## config.mk

```make
export PLATFORM = sky130hd
export DESIGN_NAME = ups_sup
export DESIGN_NICKNAME = d
export VERILOG_FILES = /design/src/hw/ups_sup_pkg.sv /design/src/hw/ups_sup.sv
export SDC_FILE = /design/constraint.sdc
export NUM_CORES = 1
export LEC_CHECK = 0
export BUFFER_PORTS_ARGS = -buffer_cell sky130_fd_sc_hd__buf_2
export CAP_MARGIN = 5
export CORE_UTILIZATION = 45
export CTS_BUF_LIST = sky130_fd_sc_hd__clkbuf_4 sky130_fd_sc_hd__clkbuf_8
export DETAILED_ROUTE_END_ITERATION = 8
export PLACE_DENSITY = 0.64
export SLEW_MARGIN = 20
export SYNTH_ARGS = -nofsm -noshare
export SYNTH_HDL_FRONTEND = slang
export SYNTH_SLANG_ARGS = --single-unit
```

## constraint.sdc

```tcl
create_clock -name clk_sys -period 3.53 [get_ports clk_sys]
set_input_delay 0.1765 -clock clk_sys [delete_from_list [all_inputs] [get_ports clk_sys]]
set_output_delay 0.1765 -clock clk_sys [all_outputs]
set_load 0.05 [all_outputs]
```

## src/hw/ups_sup_pkg.sv

```systemverilog
// Constants shared by the UPS protection and panel supervisor.
// Assumes a 20 MHz system clock and a single synchronous reset.
package ups_sup_pkg;

  // ==========================================================
  // Timebase
  localparam int unsigned CLK_HZ        = 20_000_000;
  localparam int unsigned TICK_MS       = 100;
  localparam int unsigned TICK_CYCLES   = CLK_HZ / 1000 * TICK_MS;
  localparam int unsigned DEBOUNCE_MS   = 20;
  localparam int unsigned DEBOUNCE_CYC  = CLK_HZ / 1000 * DEBOUNCE_MS;

  // ==========================================================
  // Times in milliseconds and their tick counts
  localparam int unsigned OVL_MID_MS    = 12000;
  localparam int unsigned OVL_HIGH_MS   = 1500;
  localparam int unsigned BEEP_LINE_MS  = 4000;
  localparam int unsigned BEEP_LOW_MS   = 1000;
  localparam int unsigned BEEP_LEN_MS   = 200;
  localparam int unsigned HOLD_ON_MS    = 2000;
  localparam int unsigned HOLD_MUTE_MS  = 5000;
  localparam int unsigned HOLD_DEF_MS   = 10000;
  localparam int unsigned START_BYP_MS  = 10000;
  localparam int unsigned BATT_WARN_MS  = 5000;
  localparam int unsigned T_OVL_MID     = OVL_MID_MS / TICK_MS;
  localparam int unsigned T_OVL_HIGH    = OVL_HIGH_MS / TICK_MS;
  localparam int unsigned T_BEEP_LINE   = BEEP_LINE_MS / TICK_MS;
  localparam int unsigned T_BEEP_LOW    = BEEP_LOW_MS / TICK_MS;
  localparam int unsigned T_BEEP_LEN    = BEEP_LEN_MS / TICK_MS;
  localparam int unsigned T_HOLD_ON     = HOLD_ON_MS / TICK_MS;
  localparam int unsigned T_HOLD_MUTE   = HOLD_MUTE_MS / TICK_MS;
  localparam int unsigned T_HOLD_DEF    = HOLD_DEF_MS / TICK_MS;
  localparam int unsigned T_START_BYP   = START_BYP_MS / TICK_MS;
  localparam int unsigned T_BATT_WARN   = BATT_WARN_MS / TICK_MS;

  // ==========================================================
  // Fault codes and display selections
  localparam logic [3:0] FC_NONE  = 4'h0;
  localparam logic [3:0] FC_BUS   = 4'h1;
  localparam logic [3:0] FC_TEMP  = 4'h2;
  localparam logic [3:0] FC_INV   = 4'h3;
  localparam logic [3:0] FC_BATT  = 4'h4;
  localparam logic [3:0] FC_OVL   = 4'h5;
  localparam logic [2:0] SEL_LAST = 3'h4;
  // Sensor synchroniser reset: the thermal switch reads closed, so reset shows no false fault.
  localparam logic [11:0] SNS_RST = 12'h010;

  typedef enum logic [2:0] {
    UPS_OFF, UPS_START, UPS_LINE, UPS_BATT, UPS_BYPASS, UPS_STANDBY, UPS_FAIL, UPS_SETTING
  } ups_mode_e;

endpackage

```

## src/hw/ups_sup.sv

```systemverilog
// UPS protection and front-panel supervisor.
// Assumes sensor and key inputs are asynchronous levels and the pulse gate is on clk_sys.
module ups_sup #(
  parameter int unsigned DEB_CYC  = ups_sup_pkg::DEBOUNCE_CYC,
  parameter int unsigned TICK_CYC = ups_sup_pkg::TICK_CYCLES
) (
  input  wire logic       clk_sys,
  input  wire logic       rst_n,
  input  wire logic       ce,
  input  wire logic       key_on_n,
  input  wire logic       key_off_n,
  input  wire logic       key_sel_n,
  input  wire logic       mains_ok,
  input  wire logic       load_over_110,
  input  wire logic       load_over_130,
  input  wire logic       inv_overcurrent,
  input  wire logic       inv_fail,
  input  wire logic       batt_out_window,
  input  wire logic       batt_low,
  input  wire logic       batt_depleted,
  input  wire logic       thermal_closed,
  input  wire logic       bus_fault,
  input  wire logic       remote_shutdown,
  input  wire logic       self_test_done,
  input  wire logic       economy_mode,
  input  wire logic       converter_mode,
  input  wire logic       pwm_pulse,
  output logic            inv_gate_en,
  output logic            inv_enable,
  output logic            relay_bypass,
  output logic            buzzer,
  output logic            warning,
  output logic            muted,
  output logic [3:0]      fault_code,
  output logic [2:0]      disp_sel,
  output logic            setting_mode,
  output logic            self_test,
  output logic            defaults_restore
);

  // ==========================================================
  // Elaboration checks
  if (DEB_CYC < 2 || DEB_CYC > 1048575 || TICK_CYC < 2 || TICK_CYC > 16777215) begin : g_chk
    $error("ups_sup: counter parameter out of range.");
  end

  // ==========================================================
  // State
  typedef struct packed {
    logic [1:0]  s1_on, s2_on, s1_off, s2_off, s1_sel, s2_sel;
    logic [11:0] s1_sns, s2_sns;
    logic [2:0]  key_db;
    logic [2:0]  key_prev;
    logic [19:0] deb_cnt;
    logic [23:0] tick_cnt;
    logic        tick;
    ups_sup_pkg::ups_mode_e mode;
    logic [7:0]  t_ovl, t_beep, t_start, t_batt;
    logic [7:0]  h_on, h_off, h_sel, h_on_sel, h_on_off;
    logic        inv_latched;
    logic        oc_blank;
    logic        pulse_prev;
    logic        out_gate, out_inv_en, out_byp, out_buz, out_warn, out_mute;
    logic [3:0]  out_code;
    logic [2:0]  out_sel;
    logic        out_test, out_def, out_set;
  } ups_state_s;

  ups_state_s st_reg;
  ups_state_s st_next;

  // Returns one when a hold counter reaches its target on this tick.
  function automatic logic hold_hit(input logic [7:0] cnt, input int unsigned lim);
    hold_hit = (cnt == 8'(lim - 1));
  endfunction

  function automatic logic [7:0] hold_step(input logic [7:0] cnt, input logic qual, input logic tick);
    if (!qual) begin
      hold_step = 8'h00;
    end else if (tick && cnt != 8'hFF) begin
      hold_step = cnt + 8'h01;
    end else begin
      hold_step = cnt;
    end
  endfunction

  logic [2:0]  keys;
  logic [2:0]  press;
  logic [11:0] sns;
  logic [7:0]  beep_last;
  logic        k_on, k_off, k_sel, line_fail, any_warn, hard_fault, ovl;

  always_comb begin
    st_next = st_reg;
    // Sensor order: 110,130,oc,invf,battwin,low,depl,therm,bus,rsd,mains,pulse.
    sns     = st_reg.s2_sns;
    keys    = {st_reg.s2_sel[0], st_reg.s2_off[0], st_reg.s2_on[0]};
    // Two flops on every asynchronous input before logic reads them; only the 130 percent rise detect also reads the first flop.
    st_next.s1_on  = {1'b0, ~key_on_n};
    st_next.s2_on  = st_reg.s1_on;
    st_next.s1_off = {1'b0, ~key_off_n};
    st_next.s2_off = st_reg.s1_off;
    st_next.s1_sel = {1'b0, ~key_sel_n};
    st_next.s2_sel = st_reg.s1_sel;
    st_next.s1_sns = {load_over_110, load_over_130, inv_overcurrent, inv_fail, batt_out_window,
                      batt_low, batt_depleted, thermal_closed, bus_fault, remote_shutdown,
                      mains_ok, pwm_pulse};
    st_next.s2_sns = st_reg.s1_sns;

    // Debounce: keys must stay different from the accepted level for DEB_CYC cycles.
    if (keys == st_reg.key_db) begin
      st_next.deb_cnt = 20'h00000;
    end else if (st_reg.deb_cnt == 20'(DEB_CYC - 1)) begin
      st_next.deb_cnt = 20'h00000;
      st_next.key_db  = keys;
    end else begin
      st_next.deb_cnt = st_reg.deb_cnt + 20'h00001;
    end
    st_next.key_prev = st_reg.key_db;
    press = st_reg.key_db & ~st_reg.key_prev;
    k_on  = st_reg.key_db[0];
    k_off = st_reg.key_db[1];
    k_sel = st_reg.key_db[2];

    // Common slow tick for every second-scale timer.
    st_next.tick = 1'b0;
    if (st_reg.tick_cnt == 24'(TICK_CYC - 1)) begin
      st_next.tick_cnt = 24'h000000;
      st_next.tick     = 1'b1;
    end else begin
      st_next.tick_cnt = st_reg.tick_cnt + 24'h000001;
    end

    line_fail  = ~sns[1];
    ovl        = sns[11];
    hard_fault = st_reg.inv_latched | ~sns[4] | sns[3];
    any_warn   = ovl | sns[7] | sns[6] | hard_fault;
    beep_last  = sns[6] ? 8'(ups_sup_pkg::T_BEEP_LOW - 1) : 8'(ups_sup_pkg::T_BEEP_LINE - 1);

    // Hold counters clear as soon as their key pattern drops.
    st_next.h_on     = hold_step(st_reg.h_on, k_on & ~k_off & ~k_sel, st_reg.tick);
    st_next.h_off    = hold_step(st_reg.h_off, k_off & ~k_on & ~k_sel, st_reg.tick);
    st_next.h_sel    = hold_step(st_reg.h_sel, k_sel & ~k_on & ~k_off, st_reg.tick);
    st_next.h_on_sel = hold_step(st_reg.h_on_sel, k_on & k_sel & ~k_off, st_reg.tick);
    st_next.h_on_off = hold_step(st_reg.h_on_off, k_on & k_off & ~k_sel, st_reg.tick);
    st_next.out_def  = 1'b0;

    // Inverter failure latch, released only by switch-off or a depleted battery.
    if (sns[8]) begin
      st_next.inv_latched = 1'b1;
    end else if (st_reg.mode == ups_sup_pkg::UPS_OFF || sns[5]) begin
      st_next.inv_latched = 1'b0;
    end

    // Overload timer: 12 s band between 110 and 130, 1.5 s above 130.
    st_next.t_ovl = hold_step(st_reg.t_ovl, ovl, st_reg.tick);
    // A new rise above 130 percent restarts the count, so the short delay always runs in full.
    if (st_reg.s1_sns[10] && !sns[10]) begin
      st_next.t_ovl = 8'h00;
    end
    st_next.t_batt = hold_step(st_reg.t_batt, sns[7], st_reg.tick);
    // The beep counter wraps at the cadence itself, so a long run never shortens a period.
    if (st_reg.tick) begin
      st_next.t_beep = (st_reg.t_beep >= beep_last) ? 8'h00 : st_reg.t_beep + 8'h01;
    end

    case (st_reg.mode)
      ups_sup_pkg::UPS_OFF: begin
        if (hold_hit(st_reg.h_on, ups_sup_pkg::T_HOLD_ON) && st_reg.tick) begin
          st_next.mode    = sns[1] ? ups_sup_pkg::UPS_START : ups_sup_pkg::UPS_BATT;
          st_next.t_start = 8'h00;
        end else if (hold_hit(st_reg.h_sel, ups_sup_pkg::T_HOLD_MUTE) && st_reg.tick) begin
          st_next.mode    = ups_sup_pkg::UPS_SETTING;
          st_next.out_sel = 3'h0;
        end
      end
      ups_sup_pkg::UPS_START: begin
        st_next.t_start = hold_step(st_reg.t_start, 1'b1, st_reg.tick);
        if (hold_hit(st_reg.t_start, ups_sup_pkg::T_START_BYP) && st_reg.tick) begin
          st_next.mode = ups_sup_pkg::UPS_LINE;
        end
      end
      ups_sup_pkg::UPS_SETTING: begin
        if (press[2]) begin
          st_next.out_sel = (st_reg.out_sel == ups_sup_pkg::SEL_LAST) ? 3'h0 : st_reg.out_sel + 3'h1;
        end else if (press[0] || press[1]) begin
          st_next.out_sel = (st_reg.out_sel == 3'h0) ? ups_sup_pkg::SEL_LAST : st_reg.out_sel - 3'h1;
        end
        if (hold_hit(st_reg.h_sel, ups_sup_pkg::T_HOLD_DEF) && st_reg.tick) begin
          st_next.mode = ups_sup_pkg::UPS_OFF;
        end
      end
      ups_sup_pkg::UPS_FAIL: begin
        if (hold_hit(st_reg.h_off, ups_sup_pkg::T_HOLD_ON) && st_reg.tick) begin
          st_next.mode = ups_sup_pkg::UPS_OFF;
        end
      end
      default: begin
        // Running modes: line, battery, bypass and standby.
        if (st_reg.mode == ups_sup_pkg::UPS_LINE && line_fail) begin
          st_next.mode = ups_sup_pkg::UPS_BATT;
        end else if (st_reg.mode == ups_sup_pkg::UPS_BATT && sns[1]) begin
          st_next.mode = ups_sup_pkg::UPS_LINE;
        end
        if (press[2] && st_reg.mode != ups_sup_pkg::UPS_STANDBY) begin
          st_next.out_sel = (st_reg.out_sel == ups_sup_pkg::SEL_LAST) ? 3'h0 : st_reg.out_sel + 3'h1;
        end
        if (hold_hit(st_reg.h_sel, ups_sup_pkg::T_HOLD_DEF) && st_reg.tick) begin
          st_next.out_def = 1'b1;
          st_next.out_sel = 3'h0;
        end
        if ((hold_hit(st_reg.h_on, ups_sup_pkg::T_HOLD_MUTE) || hold_hit(st_reg.h_off, ups_sup_pkg::T_HOLD_MUTE))
            && st_reg.tick && !any_warn) begin
          st_next.out_mute = 1'b1;
        end
        if (hold_hit(st_reg.h_on_sel, ups_sup_pkg::T_HOLD_MUTE) && st_reg.tick && sns[1]) begin
          st_next.mode = ups_sup_pkg::UPS_BYPASS;
        end
        if (hold_hit(st_reg.h_on_off, ups_sup_pkg::T_HOLD_MUTE) && st_reg.tick &&
            (st_reg.mode == ups_sup_pkg::UPS_LINE || economy_mode || converter_mode)) begin
          st_next.out_test = 1'b1;
        end
        if (hold_hit(st_reg.h_off, ups_sup_pkg::T_HOLD_ON) && st_reg.tick) begin
          st_next.mode = sns[1] ? ups_sup_pkg::UPS_STANDBY : ups_sup_pkg::UPS_OFF;
        end
        if (line_fail && sns[2]) begin
          st_next.mode = ups_sup_pkg::UPS_OFF;
        end
        if (ovl && st_reg.mode == ups_sup_pkg::UPS_BATT) begin
          st_next.mode = ups_sup_pkg::UPS_FAIL;
        end else if (ovl && st_reg.mode == ups_sup_pkg::UPS_LINE &&
                     ((sns[10] && hold_hit(st_reg.t_ovl, ups_sup_pkg::T_OVL_HIGH)) ||
                      hold_hit(st_reg.t_ovl, ups_sup_pkg::T_OVL_MID)) && st_reg.tick) begin
          st_next.mode = ups_sup_pkg::UPS_BYPASS;
        end
        if (hard_fault || (sns[7] && hold_hit(st_reg.t_batt, ups_sup_pkg::T_BATT_WARN) && st_reg.tick)) begin
          st_next.mode = ups_sup_pkg::UPS_FAIL;
        end
      end
    endcase
    if (st_next.mode == ups_sup_pkg::UPS_OFF || st_reg.out_test && self_test_done) begin
      st_next.out_test = 1'b0;
    end
    if (any_warn || st_next.mode == ups_sup_pkg::UPS_OFF) begin
      st_next.out_mute = 1'b0;
    end

    // Fault code priority: inverter, temperature, bus, battery.
    if (st_reg.inv_latched || sns[8]) begin
      st_next.out_code = ups_sup_pkg::FC_INV;
    end else if (!sns[4]) begin
      st_next.out_code = ups_sup_pkg::FC_TEMP;
    end else if (sns[3]) begin
      st_next.out_code = ups_sup_pkg::FC_BUS;
    end else if (st_reg.mode == ups_sup_pkg::UPS_FAIL && sns[7]) begin
      st_next.out_code = ups_sup_pkg::FC_BATT;
    end else if (st_reg.mode == ups_sup_pkg::UPS_FAIL && ovl) begin
      st_next.out_code = ups_sup_pkg::FC_OVL;
    end else if (st_reg.mode == ups_sup_pkg::UPS_OFF) begin
      st_next.out_code = ups_sup_pkg::FC_NONE;
    end

    // Pulse-by-pulse limit: blank from the overcurrent until the next pulse starts.
    st_next.pulse_prev = sns[0];
    if (sns[9]) begin
      st_next.oc_blank = 1'b1;
    end else if (sns[0] && !st_reg.pulse_prev) begin
      st_next.oc_blank = 1'b0;
    end

    st_next.out_inv_en = (st_next.mode == ups_sup_pkg::UPS_START || st_next.mode == ups_sup_pkg::UPS_LINE ||
                          st_next.mode == ups_sup_pkg::UPS_BATT) && !st_next.inv_latched && !sns[8];
    st_next.out_gate   = st_next.out_inv_en && !st_next.oc_blank && !sns[9];
    // Current limiting is not an input here, so the relay only follows mode.
    st_next.out_byp    = st_next.mode == ups_sup_pkg::UPS_START || st_next.mode == ups_sup_pkg::UPS_BYPASS;
    st_next.out_warn   = any_warn;
    st_next.out_set    = st_next.mode == ups_sup_pkg::UPS_SETTING;

    if (st_reg.inv_latched) begin
      st_next.out_buz = ~st_reg.out_mute;
    end else if (st_reg.mode == ups_sup_pkg::UPS_BATT && !st_reg.out_mute) begin
      st_next.out_buz = st_reg.t_beep < 8'(ups_sup_pkg::T_BEEP_LEN);
    end else begin
      st_next.out_buz = 1'b0;
    end
  end

  always_ff @(posedge clk_sys) begin
    if (!rst_n) begin
      st_reg          <= '0;
      st_reg.mode     <= ups_sup_pkg::UPS_OFF;
      st_reg.out_code <= ups_sup_pkg::FC_NONE;
      st_reg.s1_sns   <= ups_sup_pkg::SNS_RST;
      st_reg.s2_sns   <= ups_sup_pkg::SNS_RST;
    end else if (ce) begin
      st_reg <= st_next;
    end
  end

  assign inv_gate_en      = st_reg.out_gate;
  assign inv_enable       = st_reg.out_inv_en;
  assign relay_bypass     = st_reg.out_byp;
  assign buzzer           = st_reg.out_buz;
  assign warning          = st_reg.out_warn;
  assign muted            = st_reg.out_mute;
  assign fault_code       = st_reg.out_code;
  assign disp_sel         = st_reg.out_sel;
  assign setting_mode     = st_reg.out_set;
  assign self_test        = st_reg.out_test;
  assign defaults_restore = st_reg.out_def;

  // ==========================================================
  // Assertions
  property p_inv_off;
    @(posedge clk_sys) disable iff (!rst_n) st_reg.inv_latched |-> (!inv_enable && !inv_gate_en);
  endproperty
  a_inv_off: assert property (p_inv_off) else $error("Inverter enabled while failure latched.");

  property p_inv_hold;
    @(posedge clk_sys) disable iff (!rst_n)
      (ce && st_reg.inv_latched && st_reg.mode != ups_sup_pkg::UPS_OFF && !st_reg.s2_sns[5]) |=> st_reg.inv_latched;
  endproperty
  a_inv_hold: assert property (p_inv_hold) else $error("Inverter failure latch dropped early.");

  property p_batt_fail;
    @(posedge clk_sys) disable iff (!rst_n)
      (ce && st_reg.mode == ups_sup_pkg::UPS_BATT && st_reg.s2_sns[11] && !st_reg.s2_sns[1])
      |=> st_reg.mode == ups_sup_pkg::UPS_FAIL;
  endproperty
  a_batt_fail: assert property (p_batt_fail) else $error("Battery overload did not fail.");

  property p_gate_oc;
    @(posedge clk_sys) disable iff (!rst_n) (ce && st_reg.s2_sns[9]) |=> !inv_gate_en;
  endproperty
  a_gate_oc: assert property (p_gate_oc) else $error("Gate active during overcurrent.");

  property p_start_byp;
    @(posedge clk_sys) disable iff (!rst_n) (st_reg.mode == ups_sup_pkg::UPS_START) |-> relay_bypass;
  endproperty
  a_start_byp: assert property (p_start_byp) else $error("Start without bypass relay.");

  property p_mute_refused;
    @(posedge clk_sys) disable iff (!rst_n) (ce && st_reg.out_warn && st_reg.s2_sns[8]) |=> ##1 !muted;
  endproperty
  a_mute_refused: assert property (p_mute_refused) else $error("Muted during inverter fault.");

  property p_temp_code;
    @(posedge clk_sys) disable iff (!rst_n)
      (ce && !st_reg.s2_sns[4] && !st_reg.inv_latched && !st_reg.s2_sns[8]) |=> fault_code == ups_sup_pkg::FC_TEMP;
  endproperty
  a_temp_code: assert property (p_temp_code) else $error("Temperature code missing.");

  property p_rsd;
    @(posedge clk_sys) disable iff (!rst_n)
      (ce && st_reg.mode == ups_sup_pkg::UPS_LINE && st_reg.s2_sns[1] && !st_reg.s2_sns[11] &&
       st_reg.s2_sns[2] && !hard_fault && !st_reg.s2_sns[7]) |=> st_reg.mode != ups_sup_pkg::UPS_OFF;
  endproperty
  a_rsd: assert property (p_rsd) else $error("Remote shutdown honoured with mains.");

endmodule

```

---- Word-level counts from Yosys, hierarchy flattened ----
Index checks and enable logic that the tools add are counted.
word-level totals
  input port bits ......................... 21
  bits in registers ....................... 175
cells by class
  reductions and logical operators ........ 84
  muxes and demuxes ....................... 68
  equality and inequality tests ........... 50
  magnitude comparators ................... 2
  bitwise operators ....................... 28
  add/sub/neg operators ................... 13
operators with widths
  kind                                                    count
  2-to-1 mux 8 bit                                        18
  adder 8 x 1 -> 8 bit (second input constant)            9
  2-to-1 mux 3 bit                                        22
  inequality test 8 bit (second input constant)           8
  equality test 8 x 6 -> 1 bit (second input constant)    6
  logical AND 1 bit                                       40
  2-to-1 mux 20 bit                                       2
  adder 24 x 1 -> 24 bit (second input constant)          1
  equality test 24 x 21 -> 1 bit (second input constant)  1
  equality test 8 x 7 -> 1 bit (second input constant)    3
  2-to-1 mux 24 bit                                       1
  2-to-1 mux 4 bit                                        6
  adder 20 x 1 -> 20 bit (second input constant)          1
  equality test 20 x 19 -> 1 bit (second input constant)  1
  AND reduction 2 bit                                     9
  equality test 8 x 5 -> 1 bit (second input constant)    2
  inequality test 2 x 1 -> 1 bit (second input constant)  8
  case mux 8 bit (2 select lines)                         1
  equality test 3 bit (second input constant)             5
  logical OR 1 bit                                        13
  2-to-1 mux 1 bit                                        13
  equality test 3 x 2 -> 1 bit (second input constant)    4
  case mux 3 bit (4 select lines)                         1
  NOT 1 bit                                               11
  27 further kinds                                        59

---- Depth between registers and ports, before layout ----
  word-level depth ........................ 18
  mapped depth ............................ 9
  depth with buffers taken out ............ 9

---- Least setup slack after synthesis ----
Ideal clock, no wire load.
  kind .................................... register to register
  from .................................... register st_reg[35] (netlist bit)
  to ...................................... register st_reg, in the netlist inv_enable
  clock period less this slack ............ 2.299 ns
  path slack .............................. 1.231 ns
  path buffers ............................ 1
  data required time ...................... 3.413 ns
  arrival time ............................ 2.182 ns
  stages on the path, launching flop included .. 10
  library setup time ...................... 0.117 ns
  path through ............................ dfxtp_1 -> ha_1 -> and3_1 -> and3b_1 -> clkbuf_1 -> a221o_1 -> a32oi_1 -> nand2b_1 -> o21ba_2 -> a32o_1
on the way
  longest elaborated chain between the ends .. 10
  elaborated cells on any way between the ends .. 15
  those cells by class .................... 5 x eq/ne; 4 x mux; 6 x reduce/logical
ends and longest elaborated chain
  what                                                                                 RTL line        RTL
  start, declared                                                                      ups_sup.sv:69   ups_state_s st_reg;
  start signal, assigned                                                               ups_sup.sv:296  st_reg <= st_next;
  equality test 8 x 6 -> 1 bit                                                         ups_sup.sv:74   hold_hit = (cnt == 8'(lim - 1));
  logical AND 1 bit                                                                    ups_sup.sv:172  end else if (hold_hit(st_reg.h_sel, ups_sup_pkg::T_HOLD_MUTE) && st_reg.tick) begin
  2-to-1 mux 3 bit                                                                     ups_sup.sv:172
  2-to-1 mux 3 bit                                                                     ups_sup.sv:169  if (hold_hit(st_reg.h_on, ups_sup_pkg::T_HOLD_ON) && st_reg.tick) begin
  case mux 3 bit (4 select lines) *                                                    ups_sup.sv:167  case (st_reg.mode)
  equality test 3 x 1 -> 1 bit / equality test 3 x 2 -> 1 bit (equally long branches)  ups_sup.sv:271  st_next.out_inv_en = (st_next.mode == ups_sup_pkg::UPS_START || st_next.mode == ups_sup_pkg::UPS_LINE ||
  logical OR 1 bit                                                                     ups_sup.sv:271
  logical OR 1 bit *                                                                   ups_sup.sv:271
  logical AND 1 bit * (2 in a row)                                                     ups_sup.sv:272  st_next.mode == ups_sup_pkg::UPS_BATT) && !st_next.inv_latched && !sns[8];
Mark *: on every way between the ends. The rest lies on a longest branch, timed or not.
A chain may end at the register's enable or synchronous reset.

---- Final worst setup path ----
  from .................................... register st_reg[94] (netlist bit)
  to ...................................... register st_reg, in the netlist self_test
on the way
  longest elaborated chain between the ends .. 13
  elaborated cells on any way between the ends .. 30
  those cells by class .................... 1 x eq/ne; 13 x mux; 16 x reduce/logical
ends and longest elaborated chain
  what                                                                                          RTL line        RTL
  logical AND 1 bit (2 in a row)                                                                ups_sup.sv:216  if (hold_hit(st_reg.h_on_sel, ups_sup_pkg::T_HOLD_MUTE) && st_reg.tick && sns[1]) begin
  2-to-1 mux 3 bit                                                                              ups_sup.sv:216
  2-to-1 mux 3 bit                                                                              ups_sup.sv:223  if (hold_hit(st_reg.h_off, ups_sup_pkg::T_HOLD_ON) && st_reg.tick) begin
  2-to-1 mux 3 bit                                                                              ups_sup.sv:226  if (line_fail && sns[2]) begin
  2-to-1 mux 3 bit                                                                              ups_sup.sv:231  end else if (ovl && st_reg.mode == ups_sup_pkg::UPS_LINE &&
  2-to-1 mux 3 bit                                                                              ups_sup.sv:229  if (ovl && st_reg.mode == ups_sup_pkg::UPS_BATT) begin
  2-to-1 mux 3 bit                                                                              ups_sup.sv:236  if (hard_fault || (sns[7] && hold_hit(st_reg.t_batt, ups_sup_pkg::T_BATT_WARN) && st_reg.tick)) begin
  case mux 3 bit (4 select lines)                                                               ups_sup.sv:167
  logical NOT 3 bit                                                                             ups_sup.sv:241  if (st_next.mode == ups_sup_pkg::UPS_OFF || st_reg.out_test && self_test_done) begin
  logical OR 1 bit                                                                              ups_sup.sv:241
  inequality test 2 x 1 -> 1 bit (no source line) / nonzero test 2 bit (equally long branches)  -
  AND reduction 3 bit (no source line)                                                          -
Parallel ways exist; a longest one is shown, timed or not.

==> impl_metrics.env <==
export IMPL_status="finished, final reports clean"
export IMPL_finalSetupViolCount=0
export IMPL_routed_via_density=5.49
export IMPL_hp_class="in -> reg"
export IMPL_port_buffers=35
export IMPL_hpwl_mm=13.1
export IMPL_hold_viol=0
export IMPL_synth_edf_count=0
export IMPL_synth_nets=1070
export IMPL_worst_slew_pin_transition_ns=0.720
export IMPL_routed_wl_mm=18.8
export IMPL_synth_seq_area_share_pct=40.9
export IMPL_setup_ws_ns=0.922
export IMPL_area_growth_pct=10.3
export IMPL_hold_path_cell_count=2
export IMPL_num_antenna_cells=0
export IMPL_cts_root_buf="clkbuf_8"
export IMPL_fp_dieW_um=140
export IMPL_ant_nets=0
export IMPL_crit_chain="nor4b_2, and3b_1, o21ai_0, nor3_1, o31ai_2, o31ai_1, a311oi_1"
export IMPL_cp_required_ns=3.85
export IMPL_cp_start_kind="register"
export IMPL_clkSinkCount=174
export IMPL_netlist_area_um2=8520
export IMPL_power_density_nw_per_um2=383
export IMPL_max_freq_mhz=383
export IMPL_cellLeakagePower_nw=3.56
export IMPL_die_y_um=140
export IMPL_grt_max_degree=41
export IMPL_drt_initial_drc_count=488
export IMPL_cts_made_buffers=17
export IMPL_ios=37
export IMPL_peakVddDrop_mv=0.251
export IMPL_ys_ff_latch=174
export IMPL_rsz0062_at_grt="no"
export IMPL_pre_cts_ws_ns=1.03
export IMPL_h_tree_depth=4
export IMPL_arrival_ns=2.93
export IMPL_final_max_slew_viol_count=0
export IMPL_critPathTopFamily="simple AND/OR/NAND/NOR gates"
export IMPL_period_needed_ns=2.61
export IMPL_drive_gt1_share_pct=8.79
export IMPL_core_area_um2=18300
export IMPL_crit_path_max_incr_delay_ns=0.64
export IMPL_rows=49
export IMPL_firstDrtPassIters=4
export IMPL_ys_async_sr_fraction_pct=0
export IMPL_cts_tree="yes"
export IMPL_hold_start="ce"
export IMPL_slowest_stage="dfxtp_1"
export IMPL_path_clk_slew_ns=0.09
export IMPL_synth_flop_cell="dfxtp_1"
export IMPL_reg2reg_setup_slack_ns=0.92
export IMPL_crit_type="reg -> reg"
export IMPL_post_route_period_util_pct=73.9
export IMPL_wl_per_cell_um=14.5
export IMPL_start_util_pct=46.6
export IMPL_r2r_end="self_test"
export IMPL_antenna_found_initial=0
export IMPL_drv_cap=0
export IMPL_synthCells=1023
export IMPL_clk_path_buf_depth=2
export IMPL_slew_headroom_pct=51.8
export IMPL_grt_pass1_vias=6423
export IMPL_hold_end="st_reg[87]"
export IMPL_cts_setup_buffers=0
export IMPL_yosys_warnings=0
export IMPL_crit_fanout=11
export IMPL_setup_tns_ns=0
export IMPL_power_total_mw=3.60
export IMPL_final_nets=1104
export IMPL_avgSynthCellArea_um2=8.33
export IMPL_gp_congestion=0.850
export IMPL_drc_errors=0
export IMPL_grt_pass1_wl_mm=31.8
export IMPL_largest_reg_flops=126
export IMPL_insertion_delay_ns=0.46
export IMPL_synthDistinctLibCells=70
export IMPL_reg2reg_from="st_reg[94]"
export IMPL_critPathCaptureType="register"
export IMPL_grt_usage_pct=20.1
export IMPL_die_area_um2=19500
export IMPL_fin_skew_ns=0.0122
export IMPL_reg2reg_depth=7
export IMPL_worst_path_buf_inv=0
export IMPL_via_count=7128
export IMPL_grt_overflow_total=0
## cell usage in the layout (no fill, tap or decap), types with 3 or more instances in the layout
cell type,synthesis,routed
or2_2,6,6
dlygate4sd3_1,0,16
a311oi_1,4,4
dfxtp_1,174,174
a21o_1,9,9
a32oi_1,4,4
and2_1,14,14
o22ai_1,3,3
nand4_1,32,32
nor3b_1,7,7
o21ai_1,3,3
a31oi_1,11,11
nor2_1,180,180
or4_1,3,3
and4_1,3,3
ha_1,26,26
buf_4,7,10
a211oi_1,7,7
xnor2_1,16,16
nor3_1,22,22
mux2i_1,40,40
inv_6,0,3
clkbuf_8,0,17
nand3_1,40,40
nor4_1,11,11
nand2_1,85,85
clkinv_2,0,4
and3_1,16,16
o21ai_0,45,45
nand2b_1,13,13
nor2b_1,7,7
a21oi_1,49,49
nor4b_1,5,5
a22oi_1,6,6
xor2_1,54,54
buf_2,2,34
inv_1,22,21
or3_1,14,14
## through the flow
step	hold WS, ns	std cells	instance area [µm²]	util, %
5_1_grt	0.0914	1298	9400	51.5
3_5_place_dp	0.365	1251	8860	48.5
4_1_cts	0.0796	1298	9400	51.5
3_3_place_gp	0.360	1251	8860	48.5
2_1_floorplan	0.276	1023	8520	-
6_report	0.0993	1298	9400	51.5
## how the worst max path moves through the flow
stage,start,endpoint,slack [ns],cells past startpoint
after detailed placement,st_reg[94],self_test,1.03,7
final,st_reg[94],self_test,0.92,7
after CTS,st_reg[94],self_test,1.01,7
after global placement,st_reg[94],self_test,1.11,7
after floorplan,st_reg[35],inv_enable,1.23,9
after global routing,st_reg[94],disp_sel[1],0.73,7
## power by group
group          internal [mW]  leakage [nW]  switching [mW]
clock network          0.649         0.195           0.737
logic                 0.0764          1.96           0.134
registers               1.99          1.41          0.0227
## layer usage
metal	vias up	wire (µm)	GRT usage (%)
li1	3667	-	-
met1	3331	9600	27.8
met2	113	8300	31.7
met3	17	691	4.16
met4	0	214	5.55
met5	-	0	0
## cell usage after synthesis (all sizes together) (23+ instances only)
library cell	number	area, µm²
nor2	180	676
nand3	40	200
clkbuf	26	97.6
ha	26	325
a21oi	49	245
nand2	85	319
nor3	23	120
xor2	54	473
nand4	32	200
mux2i	40	400
o21ai	48	240
dfxtp	174	3480
## cell families (layout without fill, tap and decap cells)
logic type               after synthesis  after routing  synth area share [%]
buffers and inverters                 67            113                  3.29
AND/OR/NAND/NOR                      474            474                  27.4
XOR/XNOR                              70             70                  7.19
multiplexers                          41             41                  4.83
other                                  1              1                0.0440
AO/OA/AOI/OAI                        170            170                  12.6
adder cells (fa/ha/maj)               26             26                  3.82
flip-flops                           174            174                  40.9
## layout make-up
class                      instances  area [µm²]
fill                            1736        8870
multi-input combinational        782        4760
sequential                       174        3480
timing repair buffer              60         405
tap                              229         287
clock buffer                      19         249
clock inverter                    12         136
inverter                          22        83.8
## what timing repair did
| action | CTS | global route |
|---|---|---|
| resized for setup | 0 | 0 |
| hold buffers | 16 | 0 |
| endpoints found under the hold margin | 16 | 0 |
(Power assumes the default switching activity.)
